### src/rtl/erdl_pkg.sv
package erdl_pkg;
    // non-volatile memory geometry (bytes, 13-bit address)
    localparam int ERDL_NV_AW = 13;
    localparam int ERDL_REG_AW = 7;
    // default area: register reset values start at byte 0x40
    localparam logic [12:0] ERDL_DEF_BASE = 13'h0040;
    // protocol settings area: tx 16 bytes, rx 8 bytes per protocol
    localparam logic [12:0] ERDL_RSP_BASE = 13'h1c00;
    localparam logic [6:0] ERDL_TX_REG_BASE = 7'h28;
    localparam logic [6:0] ERDL_RX_REG_BASE = 7'h38;
    localparam logic [7:0] ERDL_TX_LEN = 8'h10;
    localparam logic [7:0] ERDL_RX_LEN = 8'h08;
    localparam logic [4:0] ERDL_RSP_STRIDE_SH = 5'h05;
    // number of working registers covered by the startup copy
    localparam logic [7:0] ERDL_DEF_LEN = 8'h60;
    // crystal reference and independent core clock
    localparam real ERDL_XTAL_MHZ = 27.12;
    localparam real ERDL_CLK_MHZ = 100.0;
    // nonvolatile read latency in cycles of clk
    localparam logic [3:0] ERDL_NV_LAT = 4'h2;
    // crystal divider: one carrier tick per two crystal periods
    localparam int ERDL_XDIV_W = 1;
endpackage

### src/rtl/erdl_xtal_div.sv
`timescale 1ns/10ps
// divides the synchronised crystal into carrier and mixer ticks
module erdl_xtal_div
    import erdl_pkg::*;
(
    input wire logic clk,
    input wire logic sys_rst,
    input wire logic xtal_sync,
    output logic carrier_tick,
    output logic mixer_tick
);
    typedef struct packed {
        logic prev;
        logic [ERDL_XDIV_W-1:0] cnt;
        logic car;
        logic mix;
    } erdl_div_s;
    erdl_div_s cur_ff;
    erdl_div_s nxt_ff;

    ////////////////////////////////////////////////////////////////
    // rising edge of crystal drives both tick streams
    always_comb begin
        nxt_ff = cur_ff;
        nxt_ff.prev = xtal_sync;
        nxt_ff.car = 1'b0;
        nxt_ff.mix = 1'b0;
        if (xtal_sync && !cur_ff.prev) begin
            nxt_ff.mix = 1'b1;
            nxt_ff.cnt = cur_ff.cnt + 1'b1;
            // carrier at half crystal rate
            nxt_ff.car = (cur_ff.cnt == '1);
        end
    end

    always_ff @(posedge clk or posedge sys_rst) begin
        if (sys_rst) begin
            cur_ff <= '0;
        end else begin
            cur_ff <= nxt_ff;
        end
    end

    assign carrier_tick = cur_ff.car;
    assign mixer_tick = cur_ff.mix;
endmodule // erdl_xtal_div

### src/rtl/erdl_loader.sv
`timescale 1ns/10ps
// Functional notes
// - copy stored defaults into registers after startup
// - write only read/write or dynamic bits
// - source address follows protocol, user reprogrammable
// - rewritten stored defaults used on next copy
// - protocol load command copies protocol settings
// - factory programmed defaults always valid
// - timing derived from 27.12 MHz crystal
// - register load command copies user-area settings
module erdl_loader
    import erdl_pkg::*;
(
    input wire logic clk,
    input wire logic sys_rst,
    input wire logic startup_done,
    input wire logic xtal_in,
    input wire logic [12:0] def_src_addr,
    input wire logic [7:0] proto_sel,
    input wire logic protocol_preset_load,
    input wire logic register_preset_load,
    input wire logic [12:0] user_src_addr,
    input wire logic [6:0] user_dst_reg,
    input wire logic [7:0] user_len,
    output logic nv_rd,
    output logic [12:0] nv_addr,
    input wire logic [7:0] nv_rdata,
    output logic reg_we,
    output logic [6:0] reg_addr,
    output logic [7:0] reg_wdata,
    output logic [7:0] reg_wmask,
    input wire logic [7:0] reg_wr_bits,
    output logic host_hold,
    output logic busy,
    output logic done_pulse,
    output logic carrier_tick,
    output logic mixer_tick
);
    // one-hot copy states
    typedef enum logic [3:0] {
        ERDL_IDLE = 4'b0001,
        ERDL_READ = 4'b0010,
        ERDL_WAIT = 4'b0100,
        ERDL_WRITE = 4'b1000
    } erdl_state_e;

    // whole state of the loader except the divider's own: one register, filled by one process
    typedef struct packed {
        erdl_state_e st;
        logic [1:0] sd_sync;
        logic [1:0] xt_sync;
        logic boot_done;
        logic rx_phase;
        logic [12:0] src;
        logic [6:0] dst;
        logic [7:0] left;
        logic [3:0] lat;
        logic rd;
        logic we;
        logic [6:0] waddr;
        logic [7:0] wdata;
        logic [7:0] wmask;
        logic hold;
        logic busy;
        logic done;
    } erdl_ctl_s;

    erdl_ctl_s cur_ff;
    erdl_ctl_s nxt_ff;
    // first byte of the chosen protocol's settings
    logic [12:0] rsp_base;

    ////////////////////////////////////////////////////////////////
    // protocol set base: fixed stride per protocol index
    // only the low five index bits are used: the settings area holds
    // 32 sets, and a wider index would wrap the 13-bit address back
    // into the key area, which must never reach the registers
    // protocol picks source
    assign rsp_base = ERDL_RSP_BASE
        + 13'({8'h00, proto_sel[4:0]} << ERDL_RSP_STRIDE_SH);

    // copy engine; one byte per read/wait/write round, four cycles
    // a byte; slow, but the memory port then needs no handshake of its
    // own and the register file sees at most one write per round
    always_comb begin
        nxt_ff = cur_ff;
        // two-stage synchronisers for the asynchronous pins; only the
        // second stage is read by the engine or the divider
        nxt_ff.sd_sync = {cur_ff.sd_sync[0], startup_done};
        nxt_ff.xt_sync = {cur_ff.xt_sync[0], xtal_in};
        // strobes last one cycle unless a state sets them again
        nxt_ff.rd = 1'b0;
        nxt_ff.we = 1'b0;
        nxt_ff.done = 1'b0;
        case (cur_ff.st)
            ERDL_IDLE: begin
                // commands are only looked at here: a request raised
                // during a copy or before the startup copy is dropped,
                // and one still high after done starts a fresh copy
                if (!cur_ff.boot_done && cur_ff.sd_sync[1]) begin
                    // factory image is source
                    // factory or rewritten image, read afresh each copy
                    nxt_ff.src = def_src_addr;
                    nxt_ff.dst = 7'h00;
                    nxt_ff.left = ERDL_DEF_LEN;
                    nxt_ff.rx_phase = 1'b0;
                    nxt_ff.st = ERDL_READ;
                    nxt_ff.busy = 1'b1;
                end else if (cur_ff.boot_done && protocol_preset_load) begin
                    nxt_ff.src = rsp_base;
                    nxt_ff.dst = ERDL_TX_REG_BASE;
                    nxt_ff.left = ERDL_TX_LEN;
                    nxt_ff.rx_phase = 1'b1;
                    nxt_ff.st = ERDL_READ;
                    nxt_ff.busy = 1'b1;
                end else if (cur_ff.boot_done && register_preset_load
                    && user_len != 8'h00) begin
                    // user area copy
                    // zero length refused: the count would wrap and copy 256 bytes
                    nxt_ff.src = user_src_addr;
                    nxt_ff.dst = user_dst_reg;
                    nxt_ff.left = user_len;
                    nxt_ff.rx_phase = 1'b0;
                    nxt_ff.st = ERDL_READ;
                    nxt_ff.busy = 1'b1;
                end
            end
            ERDL_READ: begin
                nxt_ff.rd = 1'b1;
                nxt_ff.lat = ERDL_NV_LAT;
                nxt_ff.st = ERDL_WAIT;
                // target shown early
                // the register file answers reg_wr_bits for reg_addr, so
                // the target goes out during the wait and the mask taken
                // at the write belongs to the register being written
                nxt_ff.waddr = cur_ff.dst;
            end
            ERDL_WAIT: begin
                // memory latency: data is valid when the count runs out
                nxt_ff.lat = cur_ff.lat - 4'h1;
                if (cur_ff.lat == 4'h1) begin
                    nxt_ff.st = ERDL_WRITE;
                end
            end
            ERDL_WRITE: begin
                nxt_ff.we = 1'b1;
                nxt_ff.waddr = cur_ff.dst;
                nxt_ff.wdata = nv_rdata;
                nxt_ff.wmask = reg_wr_bits;
                // source and target step together, once per written
                // byte, so a cut copy never skips or repeats a byte
                nxt_ff.src = cur_ff.src + 13'h0001;
                nxt_ff.dst = cur_ff.dst + 7'h01;
                nxt_ff.left = cur_ff.left - 8'h01;
                nxt_ff.st = ERDL_READ;
                if (cur_ff.left == 8'h01) begin
                    if (cur_ff.rx_phase) begin
                        // rx part follows tx in the same set
                        // the source keeps counting; only the register
                        // target jumps to the rx block
                        nxt_ff.rx_phase = 1'b0;
                        nxt_ff.dst = ERDL_RX_REG_BASE;
                        nxt_ff.left = ERDL_RX_LEN;
                    end else begin
                        // done, busy and hold move with the last write
                        nxt_ff.st = ERDL_IDLE;
                        nxt_ff.busy = 1'b0;
                        nxt_ff.done = 1'b1;
                        nxt_ff.boot_done = 1'b1;
                        nxt_ff.hold = 1'b0;
                    end
                end
            end
            default: begin
                // illegal code: back to idle, the copy is lost
                nxt_ff.st = ERDL_IDLE;
            end
        endcase
    end

    ////////////////////////////////////////////////////////////////
    // host held from reset
    // a reset in mid-copy drops the copy; the startup copy runs again
    // once startup_done is seen through the synchroniser
    always_ff @(posedge clk or posedge sys_rst) begin
        if (sys_rst) begin
            cur_ff <= '{st: ERDL_IDLE, hold: 1'b1, default: '0};
        end else begin
            cur_ff <= nxt_ff;
        end
    end

    // ports straight from the state register, no combinational path
    assign nv_rd = cur_ff.rd;
    assign nv_addr = cur_ff.src;
    assign reg_we = cur_ff.we;
    assign reg_addr = cur_ff.waddr;
    assign reg_wdata = cur_ff.wdata;
    assign reg_wmask = cur_ff.wmask;
    assign host_hold = cur_ff.hold;
    assign busy = cur_ff.busy;
    assign done_pulse = cur_ff.done;

    ////////////////////////////////////////////////////////////////
    // crystal derived ticks
    // the divider sees only the synchronised crystal; ticks are one clk
    // wide and, with clk well above the crystal, never merge
    erdl_xtal_div u_div (
        .clk(clk),
        .sys_rst(sys_rst),
        .xtal_sync(cur_ff.xt_sync[1]),
        .carrier_tick(carrier_tick),
        .mixer_tick(mixer_tick)
    );
endmodule // erdl_loader

### config.mk
export PLATFORM = sky130hd
export DESIGN_NAME = erdl_loader
export DESIGN_NICKNAME = d
export VERILOG_FILES = /design/src/rtl/erdl_pkg.sv /design/src/rtl/erdl_xtal_div.sv /design/src/rtl/erdl_loader.sv
export SDC_FILE = /design/constraint.sdc
export NUM_CORES = 1
export LEC_CHECK = 0
export BUFFER_PORTS_ARGS = -buffer_cell sky130_fd_sc_hd__buf_2
export CAP_MARGIN = 20
export CORE_MARGIN = 2
export CORE_UTILIZATION = 46
export CTS_CLUSTER_DIAMETER = 200
export CTS_CLUSTER_SIZE = 20
export DETAILED_ROUTE_END_ITERATION = 10
export PLACE_DENSITY = 0.77
export SKIP_CTS_REPAIR_TIMING = 1
export SLEW_MARGIN = 20
export SYNTH_ARGS = -nofsm -noshare
export SYNTH_HDL_FRONTEND = slang
export SYNTH_HIERARCHICAL = 1
export SYNTH_SLANG_ARGS = --single-unit
### constraint.sdc
create_clock -name clk -period 3.8 [get_ports clk]
set_input_delay 0 -clock clk [delete_from_list [all_inputs] [get_ports clk]]
set_output_delay 0 -clock clk [all_outputs]
set_load 0.005 [all_outputs]
==> results of run 1 <==
[through the flow]
step	cell area, sq um	total power, mW	worst slack, ns	cells
6_report	4890	2.83	1.11	651
5_1_grt	4890	3.04	0.838	651
4_1_cts	4610	2.83	1.09	623
3_5_place_dp	4400	2.17	1.13	607
3_3_place_gp	4400	2.12	1.15	607
2_1_floorplan	4070	2.02	1.76	444
[state kept, by name, summed over array words and instances (netlist names), 2 cells and up]
register	cells
cur_ff	29
nv_addr	13
reg_addr	7
reg_wdata	8
reg_wmask	8
u_div/cur_ff	2
[cell usage after synthesis (all sizes together) (4+ instances only)]
cell type / number / share of area [%]
or4b: 4 / 1.1
mux2i: 8 / 2.0
inv: 13 / 1.2
nand2: 69 / 6.4
o21a: 4 / 0.74
nor4b: 4 / 0.86
nand3: 10 / 1.2
o22ai: 5 / 0.77
dfrtp: 72 / 44
nor2b: 5 / 0.95
nor2: 31 / 2.9
o21ai: 38 / 4.8
mux2: 8 / 2.2
a22oi: 4 / 0.74
and3: 5 / 0.77
nor3: 9 / 1.4
ha: 6 / 1.8
clkbuf: 11 / 1.0
a21oi: 31 / 4.0
buf: 47 / 8.4
a2bb2oi: 5 / 1.2
a31oi: 9 / 1.4
[routing by layer]
layer  vias to the layer above  share of wire (%)  track usage, %
met5                         -                  0               0
met4                         0                1.9            7.91
met3                        16                6.0            5.15
met2                       113                 46            31.3
met1                      1717                 46            25.6
li1                       1727                  -               -
[cells by family (layout without fill, tap and decap cells)]
kind of cell | after synthesis | in the layout
AND/OR/NAND/NOR | 156 | 156
multiplexers | 16 | 16
adder cells (fa/ha/maj) | 6 | 6
XOR/XNOR | 2 | 2
AO/OA/AOI/OAI | 119 | 119
buffers and inverters | 71 | 170
flip-flops | 74 | 74
[worst max-delay path, cell delays in order, from the launching register on]
cell,delay (ns)
dfstp_2,0.59
or4b_1,0.12
buf_4,0.39
inv_2,0.31
nor2_1,0.64
nand2_1,0.17
a31oi_1,0.20
a2bb2oi_1,0.16
[cell type report]
| type | instances | area, sq um | area share [%] |
|---|---|---|---|
| timing repair buffer | 141 | 853 | 17.5 |
| tap | 108 | 135 | 2.76 |
| sequential | 74 | 1850 | 37.9 |
| multi-input combinational | 299 | 1790 | 36.6 |
| clock inverter | 7 | 82.6 | 1.69 |
| clock buffer | 9 | 124 | 2.53 |
| inverter | 13 | 48.8 | 0.998 |
[worst paths after layout]
check                                    to  slack (ns)  cells after the start
max in group asynchronous        cur_ff[66]        2.49                      4
min reg2reg                      cur_ff[65]        0.36                      0
max                              cur_ff[44]        1.11                      7
min                              cur_ff[42]       -0.03                      3
min in group asynchronous  u_div/mixer_tick        0.08                      3
max reg2reg                      cur_ff[44]        1.11                      7
[power by group through the flow]
stage	combinational [mW]	sequential, mW	clock (mW)
final	0.875	1.31	0.650
after global routing	0.990	1.35	0.703
after CTS	0.860	1.30	0.663
after detailed placement	0.855	1.32	0
after global placement	0.824	1.30	0
after floorplan	0.774	1.25	0
==> summary.md, run 1 <==
| Metric | Value |
|---|---|
| Final Max Slew Viols | `0` |
| Largest family of logic cells by synthesized area | `simple AND/OR/NAND/NOR gates` |
| Register area share after synthesis | `between 40% and 50%` |
| TritonCTS Buffers | `9` |
| GRT Util Overall | `19.6%` |
| Number of flops mapped to enable cells by yosys | `0` |
| Grt total ovfl | `0` |
| Layout area overhead | `20.0%` |
| Die area | `9630 sq um` |
| Commonest non-fill, non-tap cells in the layout | `110 x buf_2, 72 x dfrtp_1, 69 x nand2_1` |
| Final setup fails | `0` |
| Avg Inst Size Synth | `slightly above 9 sq um` |
| Max rail drop VDD | `roughly 0.3 mV` |
| Combinational power share | `around 31%` |
| RSZ-0062 raised after global routing | `no` |
| Die Span X | `just under 100 microns` |
| Post-synthesis net count | `approximately 520` |
| Synthesized cell area | `approximately 4000 sq um` |
| Net Sw Power | `1.04 mW` |
| Min cycle time layout | `roughly 2.7 ns` |
| Post-synthesis mux area share | `~4.2%` |
| Hold slack | `-0.0293 ns` |
| Synthesis warning total | `6` |
| Synth unique cells | `between 60 and 70` |
| Area share of and/or/nand/nor cells after synthesis | `18.8%` |
| Worst Skew | `between 0.01 and 0.015 ns` |
| Final #Nets | `~620` |
| Internal | `approximately 1.8 mW` |
| Switching fraction of total power | `between 30 and 40%` |
| Htree depth | `3` |
| Part of the power in the clock network | `22.9%` |
| Asr flop ratio synth | `100%` |
| Clk root buf | `clkbuf_8` |
| Final Hold Fails | `1` |
| Clock sink count | `74` |
| Vias in the first global route | `~3300` |
| Total negative slack | `0 ns` |
| CTS tree | `done` |
| Failing checks | `negative hold slack` |
| Peak fanout along the critical path | `43` |
| Antenna cell count | `0` |
| Fraction of layout cells with a size suffix above 1 | `28.2%` |
| Pwr dens | `roughly 580 nW/um^2` |
| DR DRC count | `0` |
| Port bufs | `110` |
| Initial antenna violation count | `0` |
| Total number of vias | `3573` |
| Pleak | `between 2 and 2.5 nW` |
| DPL Wire Length | `between 6 and 7 mm` |
| Initial core utilization | `around 47%` |
| Fin crit share | `a little over two thirds` |
| FP Rows | `34` |
| Clock latency on the worst-skew pair | `between 0.3 and 0.4 ns` |
| Gpl congestion | `0.862` |
| Routed Antenna Nets | `0` |
| Core box area | `approximately 8600 sq um` |
| Synth Area in XOR/XNOR | `less than 1%` |
| Starting DRT DRC Count | `140` |
| # IOs | `between 100 and 150` |
| WP data required | `about 4 ns` |
| Chip Height | `around 98 microns` |
| Fin util | `between 50% and 60%` |
| Via/cell ratio | `approximately 5.5` |
| DR WL/cell | `roughly 15 microns` |
| Synth Flop Type | `dfrtp_1` |
| RR Startpoint | `cur_ff[66]` |
| Worst Hold Class | `input port to flip-flop` |
| Crit Path Class | `flip-flop to flip-flop` |
| Sequential power share | `46.2%` |
| Synth Area in Adders | `under 10%` |
| Synth Area in Compound Gates | `a little under a fifth` |
| Max Fclk | `0.372 GHz` |
| DR pass1 iterations | `4` |
| Worst-path clk slew | `around 0.08 ns` |
| CP Data Arrival Time | `a little under 3 ns` |
| Largest net degree at the start of global routing | `48` |
| Commonest non-fill, non-tap cell in the layout | `buf_2` |
| Cells after Synth | `444` |
| Final wirelength | `9.67 mm` |
| Critical path endpoint category | `flip-flop` |
| Status | `complete, but fails checks` |
| Global-route wire length before repair | `approximately 15 mm` |
| Seq cells post-synth | `74` |
| Crit path launch | `cur_ff[66]` |
| Startpoint type of the worst setup path | `flip-flop` |
| Slew @ Worst Pin | `between 0.7 and 0.8 ns` |
| Hold_sp | `user_dst_reg[2]` |
| Slew margin rel. | `between 40% and 50%` |
| Number of fill cells | `roughly 760` |
| Max Buffers Root-to-Sink | `2` |
| Max Cap Violations | `0` |
Power figures use the tool's default switching activity.
==> run 2: changes to the inputs <==
--- a/config.mk
+++ b/config.mk
@@ -12,7 +12,7 @@
 export CTS_CLUSTER_DIAMETER = 200
 export CTS_CLUSTER_SIZE = 20
 export DETAILED_ROUTE_END_ITERATION = 10
-export PLACE_DENSITY = 0.77
+export PLACE_DENSITY = 0.8
 export SKIP_CTS_REPAIR_TIMING = 1
 export SLEW_MARGIN = 20
 export SYNTH_ARGS = -nofsm -noshare
==> constraint.sdc (replaced) <==
create_clock -name clk -period 2.29 [get_ports clk]
set_input_delay 0 -clock clk [delete_from_list [all_inputs] [get_ports clk]]
set_output_delay 0 -clock clk [all_outputs]
set_load 0.005 [all_outputs]
==> summary.md, run 2 (same netlist as run 1, synthesis figures left out) <==
| Metric | Value |
|---|---|
| Slew margin rel. | `49.4%` |
| Global-route wire length before repair | `15.7 mm` |
| Max reg flops | `29` |
| Initial antenna violation count | `0` |
| RSZ-0062 raised after global routing | `no` |
| RR Startpoint | `cur_ff[66]` |
| Setup slack after layout | `approximately 0.13 ns` |
| # IOs | `114` |
| Die Span X | `around 98 microns` |
| Total number of vias | `3639` |
| FF-to-FF path depth | `4` |
| Clock latency on the worst-skew pair | `about 0.35 ns` |
| Fin crit share | `94.5%` |
| Critical path buffers and inverters | `0` |
| Commonest non-fill, non-tap cell in the layout | `buf_2` |
| Max incr delay on CP | `just under 0.6 ns` |
| Core box area | `between 8000 and 9000 sq um` |
| Crit-path leading delay family | `simple AND/OR/NAND/NOR gates` |
| FP Rows | `34` |
| GRT Util Overall | `between 10% and 20%` |
| Starting DRT DRC Count | `roughly 210` |
| Hold slack | `-0.0409 ns` |
| Pwr dens | `about 1000 nW/um^2` |
| Slew @ Worst Pin | `around 0.76 ns` |
| Total negative slack | `0 ns` |
| Final wirelength | `roughly 10 mm` |
| Grt total ovfl | `0` |
| Critical path endpoint category | `flip-flop` |
| Pleak | `2.36 nW` |
| Max Fclk | `about 0.46 GHz` |
| CTS tree | `done` |
| Peak fanout along the critical path | `24` |
| Clock sink count | `between 70 and 80` |
| Routed Antenna Nets | `0` |
| Antenna cell count | `0` |
| CP max stage cell | `dfstp_2` |
| Via/cell ratio | `around 5.5` |
| Biggest register | `cur_ff` |
| Clk root buf | `clkbuf_8` |
| Largest net degree at the start of global routing | `71` |
| DPL Wire Length | `between 6 and 7 mm` |
| Initial core utilization | `between 40 and 50%` |
| Die area | `9630 sq um` |
| Max rail drop VDD | `just under 0.5 mV` |
| Busiest layer in global routing | `met2` |
| Reg2reg setup slack | `between 0.1 and 0.15 ns` |
| Final Max Slew Viols | `0` |
| Final Hold Fails | `1` |
| DR WL/cell | `~15 microns` |
| Gpl congestion | `between 0.8 and 0.9` |
| Pre-CTS setup slack | `around 0.14 ns` |
| Storage element area | `around 1900 sq um` |
| TritonCTS Buffers | `9` |
| Final setup fails | `0` |
| Port bufs | `between 100 and 150` |
| DR pass1 iterations | `4` |
| Reg2reg end | `cur_ff[43]` |
| Number of fill cells | `750` |
| CP Data Arrival Time | `roughly 2.4 ns` |
| Crit path launch | `cur_ff[66]` |
| Worst Hold Class | `input port to flip-flop` |
| Crit path capture | `cur_ff[43]` |
| Met2 usage | `between 30% and 40%` |
| Max Cap Violations | `0` |
| Met1 Use GR | `27.3%` |
| Min cycle time layout | `2.16 ns` |
| Critical-path cell list | `or4b_1, a211o_1, and2_4, o32a_1` |
| Final #Nets | `624` |
| Max Buffers Root-to-Sink | `2` |
| Vias in the first global route | `between 3000 and 4000` |
| Worst Skew | `approximately 0.013 ns` |
| Grt met3 use | `approximately 3.8%` |
| Htree depth | `3` |
| Multi-input gate area in the final layout | `around 1800 sq um` |
| Startpoint type of the worst setup path | `flip-flop` |
| Crit Path Class | `flip-flop to flip-flop` |
| Failing checks | `negative hold slack` |
| Fraction of layout cells with a size suffix above 1 | `29.3%` |
| Layout area overhead | `23.3%` |
| Worst path depth | `4` |
| DR DRC count | `0` |
| WP data required | `2.52 ns` |
| Chip Height | `98.1 microns` |
| Worst-path clk slew | `0.08 ns` |
| Commonest non-fill, non-tap cells in the layout | `110 x buf_2, 72 x dfrtp_1, 69 x nand2_1` |
| Status | `complete, but fails checks` |
run 2: changes by cell type in the layout (fill, tap and decap cells not counted):
cell           before  now
clkinv_4            0    1
buf_12              0    1
inv_6               3    1
dlygate4sd3_1      28   27
bufinv_16           1    4
clkinvlp_4          2    0
buf_4               3   11
inv_8               1    0
and2_2              0    1
clkbuf_1            0    1
run 2: worst min-delay path, stage by stage:
cell     delay (ns)
buf_2          0.09
a32oi_1        0.05
o21ai_0        0.13
run 2: area by class of cell:
type / instances / area share (%)
Clock buffer: 10 / 2.54
Timing Repair Buffer: 149 / 18.4
Sequential cell: 74 / 36.9
Inverter: 13 / 0.971
Clock inverter: 6 / 2.74
Tap cell: 108 / 2.69
Multi-Input combinational cell: 300 / 35.8
run 2: power by group:
part / internal (mW) / switching [mW]
registers: 1.74 / 0.434
clock network: 0.841 / 0.511
logic: 0.748 / 0.764
total: 3.33 / 1.71
run 2: how the worst min path moves through the flow:
| stage | startpoint | endpoint | slack [ns] | depth (start not counted) |
|---|---|---|---|---|
| final | user_dst_reg[1] | cur_ff[41] | -0.04 | 3 |
| after CTS | sys_rst | u_div/carrier_tick | -0.48 | 2 |
| after global routing | user_len[3] | cur_ff[35] | 0.01 | 3 |
| after detailed placement | sys_rst | u_div/mixer_tick | -0.1 | 2 |
| after floorplan | sys_rst | u_div/carrier_tick | -0.23 | 1 |
| after global placement | sys_rst | u_div/carrier_tick | -0.10 | 2 |
run 2: per-stage QoR:
stage	util (%)	power, mW	instances	instance area, sq um	hold WS, ns
2_1_floorplan	-	3.36	444	4070	-0.234
6_report	58.2	5.04	660	5020	-0.0409
3_5_place_dp	51.9	3.65	616	4480	-0.0994
3_3_place_gp	51.9	3.56	616	4480	-0.103
5_1_grt	58.2	5.38	660	5020	0.0120
4_1_cts	55.0	5.00	632	4750	-0.485
run 2: routing by layer:
| metal | routed length (microns) | share of wire, % | vias up |
|---|---|---|---|
| li1 | - | - | 1746 |
| met1 | 4470 | 45 | 1748 |
| met2 | 4800 | 48 | 130 |
| met3 | 631 | 6.3 | 15 |
| met4 | 125 | 1.2 | 0 |
| met5 | 0 | 0 | - |
